--- config.mk ---
export PLATFORM = sky130hd
export DESIGN_NAME = pnsr_regs
export DESIGN_NICKNAME = d
export VERILOG_FILES = /design/src/design/pnsr_pkg.sv /design/src/design/pnsr_regs.sv
export SDC_FILE = /design/constraint.sdc
export NUM_CORES = 1
export LEC_CHECK = 0
export BUFFER_PORTS_ARGS = -buffer_cell sky130_fd_sc_hd__buf_2
export CAP_MARGIN = 20
export CORE_MARGIN = 4
export CORE_UTILIZATION = 45
export DETAILED_ROUTE_END_ITERATION = 8
export HOLD_SLACK_MARGIN = 0.15
export PLACE_DENSITY = 0.81
export SYNTH_ARGS = -nofsm -noshare
export SYNTH_HDL_FRONTEND = slang
export SYNTH_SLANG_ARGS = --single-unit
--- constraint.sdc ---
create_clock -name hclk -period 2.7 [get_ports hclk]
set_clock_uncertainty 0.1 [all_clocks]
set_input_delay 0.135 -clock hclk [delete_from_list [all_inputs] [get_ports hclk]]
set_output_delay 0.135 -clock hclk [all_outputs]
set_load 0.01 [all_outputs]
--- src/design/pnsr_pkg.sv ---
// register map, field positions and reset values of the next-page and status summary bank
// assumes a 32-bit AHB-Lite slave with each register in one aligned word at byte address 4*index
package pnsr_pkg;
    // register indices; byte address is four times the index
    localparam logic [5:0] IDX_AUTONEG_EXPANSION = 6'h06;
    localparam logic [5:0] IDX_NEXT_PAGE_TRANSMIT = 6'h07;
    localparam logic [5:0] IDX_PHY_STATUS_SUMMARY = 6'h10;
    localparam logic [5:0] IDX_FALSE_CARRIER_COUNT = 6'h14;
    localparam logic [5:0] IDX_RX_ERROR_COUNT = 6'h15;
    localparam logic [5:0] IDX_TENBASE_STATUS_CTRL = 6'h1a;
    localparam logic [5:0] IDX_INT_STATUS = 6'h1c;
    localparam logic [5:0] IDX_INT_MASK = 6'h1d;

    // next page transmit fields
    localparam int NPT_NEXT_PAGE_BIT = 15;
    localparam int NPT_MSG_PAGE_BIT = 13;
    localparam int NPT_WILL_COMPLY_ACK_BIT = 12;
    localparam int NPT_TOGGLE_BIT = 11;
    localparam int NPT_CODE_MSB = 10;
    localparam logic NPT_NEXT_PAGE_RST = 1'h0;
    localparam logic NPT_MSG_PAGE_RST = 1'h1;
    localparam logic NPT_WILL_COMPLY_ACK_RST = 1'h0;
    localparam logic NPT_TOGGLE_RST = 1'h0;
    localparam logic [10:0] NPT_CODE_RST = 11'h001;

    // status summary fields
    localparam int SUM_RX_ERR_BIT = 13;
    localparam int SUM_POLARITY_BIT = 12;
    localparam int SUM_FALSE_CARRIER_BIT = 11;
    localparam int SUM_SIGNAL_DETECT_BIT = 10;
    localparam int SUM_DESCR_LOCK_BIT = 9;
    localparam int SUM_PAGE_RX_BIT = 8;

    // other registers
    localparam int ANX_PAGE_RX_BIT = 1;
    localparam int TBS_POLARITY_BIT = 4;

    // interrupt status / mask layout
    localparam int INT_RX_ERR_BIT = 0;
    localparam int INT_FALSE_CARRIER_BIT = 1;
    localparam int INT_PAGE_RX_BIT = 2;
    localparam int INT_SIGNAL_LOST_BIT = 3;
    localparam int INT_LOCK_LOST_BIT = 4;
    localparam int INT_WIDTH = 5;
    localparam logic [4:0] INT_MASK_RST = 5'h00;

    typedef enum logic [1:0] {BS_IDLE, BS_WRITE, BS_READ, BS_RDONE} pnsr_bus_st_t;
endpackage : pnsr_pkg

--- src/design/pnsr_regs.sv ---
// management register bank: next-page transmit fields including the code field, status summary upper half,
// the clear-on-read side registers that release its latches, and an interrupt block
// assumes phy event inputs come from logic on hclk and are one-cycle pulses or live levels
//
// Notes on behaviour
// - bit 12 read/write comply acknowledge, reset 0
// - bit 11 read-only, inverse of previous toggle
// - code field bits 10:0 read/write, reset 1
// - message flag bit 13 selects message page
// - summary bits 15:14 read zero, ignore writes
// - bit 13 latches receive error, cleared by 0x15
// - bit 12 mirrors polarity, cleared by that register
// - bit 11 latches false carrier, cleared by 0x14
// - bit 10 signal detect, latch low, reset 0
// - bit 9 descrambler lock, latch low, reset 0
// - bit 8 mirrors page received, cleared by 0x06
// - page received sets on word, clears on read
`timescale 1ns/1ps
module pnsr_regs
    import pnsr_pkg::*;
(
    // clock and reset
    input wire logic hclk,
    input wire logic hresetn,
    // ahb-lite slave
    input wire logic hsel,
    input wire logic [31:0] haddr,
    input wire logic [1:0] htrans,
    input wire logic hwrite,
    input wire logic [2:0] hsize,
    input wire logic [31:0] hwdata,
    input wire logic hready,
    output logic [31:0] hrdata,
    output logic hreadyout,
    output logic hresp,
    // phy events and levels
    input wire logic rx_error_evt,
    input wire logic false_carrier_evt,
    input wire logic polarity_inverted,
    input wire logic signal_detect,
    input wire logic descrambler_lock,
    input wire logic lcw_received,
    input wire logic lcw_exchanged,
    input wire logic lcw_prev_toggle,
    // next page fields towards the arbitration logic
    output logic np_next_page,
    output logic np_message_page,
    output logic np_will_comply_ack,
    output logic np_tx_toggle_bit,
    output logic [10:0] np_code,
    output logic np_is_message,
    // interrupt
    output logic irq
);

    ////////////////////////////////////////////////////////////////////////////
    // state
    pnsr_bus_st_t bus_st_r, bus_st_nxt;
    logic [5:0] addr_r, addr_nxt;
    logic [31:0] rdata_r, rdata_nxt;
    logic next_page_r, next_page_nxt;
    logic message_page_flag_r, message_page_flag_nxt;
    logic will_comply_ack_r, will_comply_ack_nxt;
    logic tx_toggle_bit_r, tx_toggle_bit_nxt;
    logic [10:0] code_r, code_nxt;
    logic rx_err_latch_r, rx_err_latch_nxt;
    logic false_carrier_latch_r, false_carrier_latch_nxt;
    logic polarity_latch_r, polarity_latch_nxt;
    logic page_rx_r, page_rx_nxt;
    logic sd_low_seen_r, sd_low_seen_nxt;
    logic lock_low_seen_r, lock_low_seen_nxt;
    logic [INT_WIDTH-1:0] int_sts_r, int_sts_nxt;
    logic [INT_WIDTH-1:0] int_mask_r, int_mask_nxt;
    logic irq_r, irq_nxt;

    logic accept;
    logic rd_strobe;
    logic wr_strobe;
    logic [15:0] npt_word;
    logic [15:0] sum_word;
    logic [INT_WIDTH-1:0] int_evt;
    logic sd_live_read;
    logic lock_live_read;

    ////////////////////////////////////////////////////////////////////////////
    // bus decode
    // reads take one wait state so the word is sampled after any preceding write has landed
    assign accept = hsel && htrans[1] && hready;
    assign hreadyout = (bus_st_r != BS_READ);
    assign hresp = 1'b0;
    assign hrdata = rdata_r;
    assign rd_strobe = (bus_st_r == BS_READ);
    assign wr_strobe = (bus_st_r == BS_WRITE);

    // latch-low view: zero while a low was seen since the last summary read
    assign sd_live_read = signal_detect && !sd_low_seen_r;
    assign lock_live_read = descrambler_lock && !lock_low_seen_r;

    always_comb begin
        npt_word = 16'h0000;
        npt_word[NPT_NEXT_PAGE_BIT] = next_page_r;
        npt_word[NPT_MSG_PAGE_BIT] = message_page_flag_r;
        npt_word[NPT_WILL_COMPLY_ACK_BIT] = will_comply_ack_r;
        npt_word[NPT_TOGGLE_BIT] = tx_toggle_bit_r;
        npt_word[NPT_CODE_MSB:0] = code_r;
    end

    // bits 15:14 and the lower byte stay zero
    always_comb begin
        sum_word = 16'h0000;
        sum_word[SUM_RX_ERR_BIT] = rx_err_latch_r;
        sum_word[SUM_POLARITY_BIT] = polarity_latch_r;
        sum_word[SUM_FALSE_CARRIER_BIT] = false_carrier_latch_r;
        sum_word[SUM_SIGNAL_DETECT_BIT] = sd_live_read;
        sum_word[SUM_DESCR_LOCK_BIT] = lock_live_read;
        sum_word[SUM_PAGE_RX_BIT] = page_rx_r;
    end

    ////////////////////////////////////////////////////////////////////////////
    // bus state and read data
    always_comb begin
        bus_st_nxt = BS_IDLE;
        addr_nxt = addr_r;
        rdata_nxt = rdata_r;
        unique case (bus_st_r)
            BS_READ: begin
                // no new transfer is taken while the read wait state runs
                bus_st_nxt = BS_RDONE;
                rdata_nxt = 32'h0000_0000;
                unique case (addr_r)
                    IDX_NEXT_PAGE_TRANSMIT: rdata_nxt[15:0] = npt_word;
                    IDX_PHY_STATUS_SUMMARY: rdata_nxt[15:0] = sum_word;
                    IDX_AUTONEG_EXPANSION: rdata_nxt[ANX_PAGE_RX_BIT] = page_rx_r;
                    IDX_TENBASE_STATUS_CTRL: rdata_nxt[TBS_POLARITY_BIT] = polarity_latch_r;
                    IDX_INT_STATUS: rdata_nxt[INT_WIDTH-1:0] = int_sts_r;
                    IDX_INT_MASK: rdata_nxt[INT_WIDTH-1:0] = int_mask_r;
                    default: rdata_nxt = 32'h0000_0000;
                endcase
            end
            BS_IDLE, BS_WRITE, BS_RDONE: begin
                if (accept) begin
                    addr_nxt = haddr[7:2];
                    bus_st_nxt = hwrite ? BS_WRITE : BS_READ;
                end
            end
        endcase
    end

    ////////////////////////////////////////////////////////////////////////////
    // next page transmit register
    always_comb begin
        next_page_nxt = next_page_r;
        message_page_flag_nxt = message_page_flag_r;
        will_comply_ack_nxt = will_comply_ack_r;
        code_nxt = code_r;
        tx_toggle_bit_nxt = tx_toggle_bit_r;
        if (wr_strobe && addr_r == IDX_NEXT_PAGE_TRANSMIT) begin
            next_page_nxt = hwdata[NPT_NEXT_PAGE_BIT];
            message_page_flag_nxt = hwdata[NPT_MSG_PAGE_BIT];
            will_comply_ack_nxt = hwdata[NPT_WILL_COMPLY_ACK_BIT];
            code_nxt = hwdata[NPT_CODE_MSB:0];
        end
        // toggle is owned by arbitration; software writes to it are dropped
        if (lcw_exchanged) begin
            tx_toggle_bit_nxt = !lcw_prev_toggle;
        end
    end

    assign np_next_page = next_page_r;
    assign np_message_page = message_page_flag_r;
    assign np_will_comply_ack = will_comply_ack_r;
    assign np_tx_toggle_bit = tx_toggle_bit_r;
    assign np_code = code_r;
    assign np_is_message = message_page_flag_r;

    ////////////////////////////////////////////////////////////////////////////
    // latched status
    always_comb begin
        logic rd_sum;
        logic rd_rxerr;
        logic rd_fc;
        logic rd_tbs;
        logic rd_anx;
        rd_sum = rd_strobe && addr_r == IDX_PHY_STATUS_SUMMARY;
        rd_rxerr = rd_strobe && addr_r == IDX_RX_ERROR_COUNT;
        rd_fc = rd_strobe && addr_r == IDX_FALSE_CARRIER_COUNT;
        rd_tbs = rd_strobe && addr_r == IDX_TENBASE_STATUS_CTRL;
        rd_anx = rd_strobe && addr_r == IDX_AUTONEG_EXPANSION;
        // the event term is or-ed last so a coincident clearing read never hides it
        rx_err_latch_nxt = (rx_err_latch_r && !rd_rxerr) || rx_error_evt;
        false_carrier_latch_nxt = (false_carrier_latch_r && !rd_fc) || false_carrier_evt;
        polarity_latch_nxt = (polarity_latch_r && !rd_tbs) || polarity_inverted;
        page_rx_nxt = (page_rx_r && !rd_anx) || lcw_received;
        // a summary read releases the hold; a still-low input re-captures at once
        sd_low_seen_nxt = (sd_low_seen_r && !rd_sum) || !signal_detect;
        lock_low_seen_nxt = (lock_low_seen_r && !rd_sum) || !descrambler_lock;
    end

    ////////////////////////////////////////////////////////////////////////////
    // interrupts: sticky status, write one to clear, set wins
    always_comb begin
        int_evt = '0;
        int_evt[INT_RX_ERR_BIT] = rx_error_evt;
        int_evt[INT_FALSE_CARRIER_BIT] = false_carrier_evt;
        int_evt[INT_PAGE_RX_BIT] = lcw_received;
        int_evt[INT_SIGNAL_LOST_BIT] = !signal_detect && !sd_low_seen_r;
        int_evt[INT_LOCK_LOST_BIT] = !descrambler_lock && !lock_low_seen_r;
    end

    always_comb begin
        int_sts_nxt = int_sts_r;
        int_mask_nxt = int_mask_r;
        if (wr_strobe && addr_r == IDX_INT_STATUS) begin
            int_sts_nxt = int_sts_r & ~hwdata[INT_WIDTH-1:0];
        end
        if (wr_strobe && addr_r == IDX_INT_MASK) begin
            int_mask_nxt = hwdata[INT_WIDTH-1:0];
        end
        int_sts_nxt = int_sts_nxt | int_evt;
        irq_nxt = |(int_sts_nxt & int_mask_nxt);
    end

    assign irq = irq_r;

    ////////////////////////////////////////////////////////////////////////////
    // registers
    // bus state and read data
    always_ff @(posedge hclk or negedge hresetn) begin
        if (!hresetn) begin
            bus_st_r <= BS_IDLE;
            addr_r <= 6'h00;
            rdata_r <= 32'h0000_0000;
        end else begin
            bus_st_r <= bus_st_nxt;
            addr_r <= addr_nxt;
            rdata_r <= rdata_nxt;
        end
    end

    // next page transmit fields
    always_ff @(posedge hclk or negedge hresetn) begin
        if (!hresetn) begin
            next_page_r <= NPT_NEXT_PAGE_RST;
            message_page_flag_r <= NPT_MSG_PAGE_RST;
            will_comply_ack_r <= NPT_WILL_COMPLY_ACK_RST;
            tx_toggle_bit_r <= NPT_TOGGLE_RST;
            code_r <= NPT_CODE_RST;
        end else begin
            next_page_r <= next_page_nxt;
            message_page_flag_r <= message_page_flag_nxt;
            will_comply_ack_r <= will_comply_ack_nxt;
            tx_toggle_bit_r <= tx_toggle_bit_nxt;
            code_r <= code_nxt;
        end
    end

    // latch-high status
    always_ff @(posedge hclk or negedge hresetn) begin
        if (!hresetn) begin
            rx_err_latch_r <= 1'b0;
            false_carrier_latch_r <= 1'b0;
            polarity_latch_r <= 1'b0;
            page_rx_r <= 1'b0;
        end else begin
            rx_err_latch_r <= rx_err_latch_nxt;
            false_carrier_latch_r <= false_carrier_latch_nxt;
            polarity_latch_r <= polarity_latch_nxt;
            page_rx_r <= page_rx_nxt;
        end
    end

    // latch-low holds
    always_ff @(posedge hclk or negedge hresetn) begin
        if (!hresetn) begin
            // held low at reset so both latch-low bits read 0 until a summary read
            sd_low_seen_r <= 1'b1;
            lock_low_seen_r <= 1'b1;
        end else begin
            sd_low_seen_r <= sd_low_seen_nxt;
            lock_low_seen_r <= lock_low_seen_nxt;
        end
    end

    // interrupt status and mask
    always_ff @(posedge hclk or negedge hresetn) begin
        if (!hresetn) begin
            int_sts_r <= '0;
            int_mask_r <= INT_MASK_RST;
        end else begin
            int_sts_r <= int_sts_nxt;
            int_mask_r <= int_mask_nxt;
        end
    end

    // interrupt line, registered so decode hazards never reach the pin
    always_ff @(posedge hclk or negedge hresetn) begin
        if (!hresetn) begin
            irq_r <= 1'b0;
        end else begin
            irq_r <= irq_nxt;
        end
    end

endmodule : pnsr_regs

==> results of run 1 <==
[worst max-delay path by stage]
stage | start | to | slack (ns) | cells after the start
after CTS | addr_r[0] | hrdata[10] | 0.53 | 4
final | addr_r[0] | hrdata[10] | 0.57 | 4
after detailed placement | addr_r[0] | hrdata[10] | 0.57 | 4
after global placement | addr_r[0] | hrdata[10] | 0.61 | 4
after floorplan | addr_r[5] | irq | 0.78 | 6
after global routing | addr_r[0] | hrdata[10] | 0.35 | 4
[cell families (layout without fill, tap and decap cells)]
| family | count (synthesis) | count (layout) |
|---|---|---|
| flops | 55 | 55 |
| mux | 30 | 30 |
| buf+inv | 34 | 117 |
| compound gates | 31 | 31 |
| other cells | 1 | 18 |
| simple gates | 67 | 67 |
[metal layers]
| layer | vias to the layer above | part of all wire [%] | routed length [um] | global-route usage (%) |
|---|---|---|---|---|
| met1 | 955 | 41 | 2420 | 22.1 |
| met3 | 8 | 6.2 | 367 | 5.26 |
| li1 | 926 | - | - | - |
| met5 | - | 0 | 0 | 0 |
| met2 | 66 | 51 | 3040 | 31.6 |
| met4 | 0 | 1.6 | 94 | 5.50 |
[sequential cells by signal, indices dropped and copies added, names as in the netlist]
| register | flops |
|---|---|
| hrdata | 15 |
| np_code | 11 |
| addr_r | 6 |
| int_mask_r | 5 |
| int_sts_r | 5 |
| bus_st_r | 2 |
| false_carrier_latch_r | 1 |
| irq | 1 |
| lock_low_seen_r | 1 |
| np_is_message | 1 |
| np_next_page | 1 |
| np_tx_toggle_bit | 1 |
| np_will_comply_ack | 1 |
| page_rx_r | 1 |
| polarity_latch_r | 1 |
| rx_err_latch_r | 1 |
| sd_low_seen_r | 1 |
[where the power goes]
group	switching [W]	internal [W]	total, W
clock	0.000259	0.000208	0.000466
sequential	0.000156	0.000992	0.00115
combinational	0.000311	0.000317	0.000628
[per-stage QoR]
step | setup slack, ns | instance area, um^2
CTS | 0.533 | 3280
finish | 0.567 | 3280
detailed placement | 0.567 | 2860
global placement | 0.611 | 2860
floorplan | 0.784 | 2600
global route | 0.346 | 3280
[layout make-up]
| type | instances | share of cell area, % |
|---|---|---|
| clock buffers | 7 | 2.63 |
| clock inverters | 1 | 0.153 |
| inverters | 5 | 0.572 |
| multi-input cells | 146 | 30.5 |
| flip-flops and latches | 55 | 42.1 |
| well taps | 72 | 2.75 |
| repair buffers | 104 | 21.3 |
[worst register-to-register path, stage by stage, from the launching register on]
cell	delay, ns
sky130_fd_sc_hd__dfrtp_1	0.58
sky130_fd_sc_hd__nor4b_1	0.63
sky130_fd_sc_hd__nor4b_4	0.52
sky130_fd_sc_hd__nand3_1	0.15
sky130_fd_sc_hd__nand3_1	0.10
[placed cells by master (no fill, tap or decap), drive strengths merged]
master and count:
nand2 25, a21o 6, o21a 1, dlygate4sd3 33, nor4b 3, inv 5
clkbuf 7, and4bb 2, o21ai 10, nor2b 2, a22o 1, nand3 20
nor4 1, nor2 6, a22oi 4, o31ai 1, clkinv 1, dfstp 4
a21oi 5, nand3b 2, conb 18, o2bb2ai 2, o221ai 1, nand4b 1
or3b 1, nand4 2, and4 1, dfrtp 51, mux2i 6, mux2 24
buf 71, nand2b 1
[timing repair]
item,4_1_cts,5_1_grt
hold buffers,33,0
endpoints found under the setup margin,0,0
endpoints found under the hold margin,95,0
setup buffers,0,0
==> qor.txt, run 1 <==
XOR/XNOR share of the synthesized area: 0%
worst-path cell with the longest stage delay: sky130_fd_sc_hd__nor4b_1
Cell Chain, Critical Path: nor4b_1 -> nor4b_4 -> nand3_1 -> nand3_1
largest fanout of any net on the critical path: 12
pin count of the biggest net entering global routing: 21
average detailed-routed wire length per instance: 15.2 um
buffer cell driving the clock tree root: sky130_fd_sc_hd__clkbuf_8
combined buffer and inverter count along the critical path: 0
critical register-to-register path startpoint: addr_r[0]
count of input and output buffers: 66
path type of the worst setup path: reg2reg
global-route wire length before repair: 10.2 mm
Multi-input gate area: 1000 um^2
final core utilization: 59.9%
total standard cell area after synthesis: 2540 um^2
Clk pin slew, worst setup/hold paths: 0.09 ns
Tightest Pin Transition: 0.583 ns
crit path DAT: 2.28 ns
type of the most critical hold path: in2async
fin crit period: 2.13 ns
area of the die: 6900 um^2
count of unresolved DRC violations after routing: 0
CP Capture Type: flip-flop
top cell types by occurrence after synthesis: sky130_fd_sc_hd__dfrtp_1, sky130_fd_sc_hd__nand2_1, sky130_fd_sc_hd__mux2_2
worst reg2reg path depth: 4
final cell count without fillers: 390
GR Overflow Total: 0
compound-gate portion of the synthesized area: 7.89%
Rows: 27
Achievable Freq: 469 MHz
area taken by flip-flops and latches: 1380 um^2
number of cells in the design after placement: 349
number of flops mapped to enable cells by yosys: 0
core area: 5470 um^2
total via count in the routed design: 1955
chip height: 83.1 um
layout net count: 399
number of global-route vias before repair: 2094
# clock sinks: 55
total of cells resized after clock tree synthesis: 0
status: finished, final reports clean
number of DRC markers after the initial detailed-route iteration: 135
cts bufs inserted: 5
chip width: 83.1 um
async set-or-reset flop fraction in the synthesized netlist: 100%
maximum buffer depth of the clock tree: 2
detailed-placement wirelength estimate: 4.20 mm
per-cell via count in the routed design: 5.01
cell taking the most area after synthesis: sky130_fd_sc_hd__dfrtp_1
leakage power of the design: 1.59 nW
normalized max-slew margin: 60.6%
post-route worst hold slack: 0.178 ns
Routed Antenna Nets: 0
final-report setup violation count: 0
r2r endpoint: hrdata[10]
final slew viol count: 0
Initial DRT Pass Iterations: 4
global placer's final weighted congestion: 0.871
post-synthesis cell count: 218
largest cells by area after synthesis: sky130_fd_sc_hd__dfrtp_1, sky130_fd_sc_hd__mux2_2, sky130_fd_sc_hd__buf_4
clock tree from TritonCTS: yes
GRT Util Overall: 18.3%
number of antenna violations at the first check in global routing: 0
worst reg2reg setup slack: 0.57 ns
VDD IR max: 468 uV
Area Overhead vs Synth: 29.2%
Final Power: 0.00224 W
total power divided by cell area: 683 nW/um^2
top-level port count: 133
portion of synthesized cell area occupied by the leading cell type: 50.3%
H-tree depth: 2
main combinational cell family by area after synthesis: simple AND/OR/NAND/NOR gates
Simple-Gate Fraction of Synth Area: 15.5%
primary flip-flop cell chosen by synthesis mapping: sky130_fd_sc_hd__dfrtp_1
number of diodes: 0
max-cap check violation count: 0
family of cells with the greatest summed delay on the critical path: simple AND/OR/NAND/NOR gates
worst endpoint required time: 2.85 ns
proportion of synthesized chip area in sequential cells: 54.4%
setup total negative slack: 0 ns
multiplexer fraction of the synthesized cell area: 13.3%
#FFs+latches synth: 55
clk_lat worst skew: 0.31 ns
final worst-path cycle share: 79.0%
RSZ-0062 raised after global routing: no
Unique masters post-synth: 38
total length of routed wires: 5.92 mm
Initial Utilization: 46.4%
proportion of layout cells with a drive suffix above 1: 35.8%
count leader, synth: sky130_fd_sc_hd__dfrtp_1
delay of the slowest critical-path stage: 0.63 ns
synthesized area per cell: 11.6 um^2
most common cell type on the critical path: sky130_fd_sc_hd__nand3_1
count of warnings emitted by yosys: 0
Setup crit start kind: flip-flop
Post-Synth Adder-Cell Area: 0%
hold violation total from the final report: 0
number of filler cells placed in the layout: 487
Power figures use the tool's default switching activity.
==> run 2, diff against run 1 <==
- ABC_AREA: not set -> 1
- CORE_UTILIZATION: 45 -> 41
- PLACE_DENSITY: 0.81 -> 0.78
- clock period: 2.7 -> 1.9 ns (I/O delays scaled with it)
==> run 2 against run 1 <==
Against the previous run:
- critical path depth is 3 higher
- total power is 40% higher
- die area is 9.5% higher
- largest power group unchanged
- synthesized cell count is 28% higher
==> qor.txt, run 2 <==
count of unresolved DRC violations after routing: 0 (unchanged)
chip width: 86.9 um (was 83.1 um)
final slew viol count: 0 (unchanged)
final worst-path cycle share: 95.2%
count leader, synth: sky130_fd_sc_hd__nand2_1 (was sky130_fd_sc_hd__dfrtp_1)
Achievable Freq: 553 MHz
leakage power of the design: 1.81 nW (was 1.59 nW)
area of the die: 7560 um^2 (was 6900 um^2)
primary flip-flop cell chosen by synthesis mapping: sky130_fd_sc_hd__dfrtp_1 (unchanged)
fin crit period: 1.81 ns
CP Capture Type: flip-flop (unchanged)
number of DRC markers after the initial detailed-route iteration: 150 (was 135)
number of antenna violations at the first check in global routing: 0 (unchanged)
proportion of synthesized chip area in sequential cells: 54.1% (was 54.4%)
average detailed-routed wire length per instance: 13.2 um (was 15.2 um)
# clock sinks: 55 (unchanged)
commonest cells after routing, fill and taps aside: sky130_fd_sc_hd__nand2_1, sky130_fd_sc_hd__buf_2, sky130_fd_sc_hd__dfrtp_1 (was sky130_fd_sc_hd__buf_2, sky130_fd_sc_hd__dfrtp_1, sky130_fd_sc_hd__dlygate4sd3_1)
final cell count without fillers: 463 (was 390)
cell taking the most area after synthesis: sky130_fd_sc_hd__dfrtp_1 (unchanged)
largest cells by area after synthesis: sky130_fd_sc_hd__dfrtp_1, sky130_fd_sc_hd__nand2_1, sky130_fd_sc_hd__buf_4 (was sky130_fd_sc_hd__dfrtp_1, sky130_fd_sc_hd__mux2_2, sky130_fd_sc_hd__buf_4)
#FFs+latches synth: 55 (unchanged)
Rows: 28 (was 27)
detailed-placement wirelength estimate: 4.42 mm (was 4.20 mm)
top-level port count: 133 (unchanged)
Multi-input gate area: 968 um^2 (was 1000 um^2)
area taken by flip-flops and latches: 1380 um^2 (unchanged)
Area Overhead vs Synth: 32.3% (was 29.2%)
count of input and output buffers: 66 (unchanged)
worst endpoint required time: 1.99 ns (was 2.85 ns)
most common library cell in the layout ignoring fill and taps: sky130_fd_sc_hd__nand2_1 (was sky130_fd_sc_hd__buf_2)
setup total negative slack: 0 ns (unchanged)
total via count in the routed design: 2206 (was 1955)
Setup crit start kind: input pin (was flip-flop)
GRT Util Overall: 16.3% (was 18.3%)
synthesized area per cell: 9.12 um^2 (was 11.6 um^2)
GR Overflow Total: 0 (unchanged)
top cell types by occurrence after synthesis: sky130_fd_sc_hd__nand2_1, sky130_fd_sc_hd__dfrtp_1, sky130_fd_sc_hd__inv_1 (was sky130_fd_sc_hd__dfrtp_1, sky130_fd_sc_hd__nand2_1, sky130_fd_sc_hd__mux2_2)
count of buffers added by post-CTS timing repair for setup: 0 (unchanged)
status: finished, final reports clean (unchanged)
clk_lat worst skew: 0.30 ns (was 0.31 ns)
per-cell via count in the routed design: 4.76 (was 5.01)
hold violation total from the final report: 0 (unchanged)
global-route wire length before repair: 9.81 mm (was 10.2 mm)
Tightest Pin Transition: 0.686 ns (was 0.583 ns)
post-synthesis cell count: 280 (was 218)
total length of routed wires: 6.11 mm (was 5.92 mm)
largest fanout of any net on the critical path: 3 (was 12)
Setup WS post-layout: 0.0917 ns (was 0.567 ns)
pin count of the biggest net entering global routing: 56 (was 21)
proportion of layout cells with a drive suffix above 1: 28.1% (was 35.8%)
chip height: 86.9 um (was 83.1 um)
path type of the worst setup path: in2reg (was reg2reg)
count of warnings emitted by yosys: 0 (unchanged)
Post-Layout Inst Area: 3380 um^2 (was 3280 um^2)
Initial DRT Pass Iterations: 4 (unchanged)
async set-or-reset flop fraction in the synthesized netlist: 100% (unchanged)
type of the most critical hold path: in2async (unchanged)
worst-path cell with the longest stage delay: sky130_fd_sc_hd__dlygate4sd3_1 (was sky130_fd_sc_hd__nor4b_1)
Initial Utilization: 42.6% (was 46.4%)
global placer's final weighted congestion: 0.840 (was 0.871)
number of diodes: 0 (unchanged)
area after detailed placement: 2930 um^2 (was 2860 um^2)
post-route worst hold slack: 0.332 ns (was 0.178 ns)
crit path DAT: 1.90 ns (was 2.28 ns)
layout net count: 469 (was 399)
Routed Antenna Nets: 0 (unchanged)
number of flops mapped to enable cells by yosys: 0 (unchanged)
portion of synthesized cell area occupied by the leading cell type: 50.0% (was 50.3%)
max reg flops: 15 (unchanged)
VDD IR max: 388 uV (was 468 uV)
most common cell type on the critical path: sky130_fd_sc_hd__dlygate4sd3_1 (was sky130_fd_sc_hd__nand3_1)
cts bufs inserted: 5 (unchanged)
total standard cell area after synthesis: 2550 um^2 (was 2540 um^2)
total power divided by cell area: 929 nW/um^2 (was 683 nW/um^2)
number of filler cells placed in the layout: 516 (was 487)
maximum buffer depth of the clock tree: 2 (unchanged)
clock tree from TritonCTS: yes (unchanged)
number of global-route vias before repair: 2095 (was 2094)
Post-Place Worst Slack: 0.211 ns (was 0.567 ns)
buffer cell driving the clock tree root: sky130_fd_sc_hd__clkbuf_8 (unchanged)
core area: 5990 um^2 (was 5470 um^2)
normalized max-slew margin: 54.3% (was 60.6%)
Unique masters post-synth: 30 (was 38)
Cell Chain, Critical Path: dlygate4sd3_1 -> buf_2 -> nand3_1 -> dlygate4sd3_1 -> inv_1 -> nand2_2 -> mux2_2 (was nor4b_1 -> nor4b_4 -> nand3_1 -> nand3_1)
number of cells in the design after placement: 422 (was 349)
final-report setup violation count: 0 (unchanged)
max-cap check violation count: 0 (unchanged)
RSZ-0062 raised after global routing: no (unchanged)
Clk pin slew, worst setup/hold paths: 0.10 ns (was 0.09 ns)
H-tree depth: 2 (unchanged)
delay of the slowest critical-path stage: 0.55 ns (was 0.63 ns)
[run 2: final cells by class]
cell class	instances	share of cell area [%]
clock buffers	6	2.44
clock inverters	2	1.15
inverters	29	3.26
multi-input cells	191	28.6
flip-flops and latches	55	40.9
well taps	75	2.78
repair buffers	105	20.9
[run 2: timing repair]
action                     4_1_cts  5_1_grt
hold buffers                    33        0
setup endpoints to repair        0        3
hold endpoints to repair        93        0
resized for setup                0        1
[run 2: path summary, 6_finish.rpt]
kind	slack, ns	startpoint	cells after the start	end
worst max-delay path	0.09	htrans[1]	7	addr_r[4]
max in group asynchronous	0.90	hresetn	3	int_sts_r[3]
min in group hclk	0.40	hrdata[0]	2	hrdata[0]
worst max register to register	0.19	bus_st_r[1]	3	bus_st_r[1]
worst min-delay path	0.33	hresetn	3	np_code[9]
worst min register to register	0.40	hrdata[0]	2	hrdata[0]
[run 2: layer usage]
| layer | global-route usage [%] | up-vias | wire, um |
|---|---|---|---|
| met5 | 0 | - | 0 |
| met4 | 4.25 | 0 | 86 |
| met3 | 3.50 | 8 | 463 |
| met2 | 28.8 | 82 | 3030 |
| met1 | 20.2 | 1030 | 2530 |
| li1 | - | 1086 | - |
[run 2: where the power goes]
part | switching [W] | leakage (nW) | total [W] | internal, W
combinational | 0.000495 | 1.12 | 0.000816 | 0.000321
sequential | 0.000139 | 0.630 | 0.00151 | 0.00137
clock | 0.000377 | 0.0618 | 0.000811 | 0.000434
[run 2: kinds of logic (layout without fill, tap and decap cells)]
kind of cell	after synthesis	in the layout	share of synthesized area, %
and+or+nand+nor	129	129	22.2
DFF	55	55	54.1
other	1	18	0.147
AOI/OAI and AO/OA	32	32	7.35
buffers and inverters	51	142	10.6
muxes	12	12	5.58
[run 2: critical path: cells and delay by family]
| kind | cells | cell delay [ns] |
|---|---|---|
| buffers and inverters | 4 | 1.28 |
| multiplexers | 1 | 0.35 |
| AND/OR/NAND/NOR | 2 | 0.16 |
[run 2: per-stage QoR]
stage / power, W / utilization [%]
2_1_floorplan: 0.00201 / -
3_3_place_gp: 0.00226 / 48.9
3_5_place_dp: 0.00229 / 48.9
4_1_cts: 0.00315 / 56.4
5_1_grt: 0.00333 / 56.4
6_report: 0.00314 / 56.4
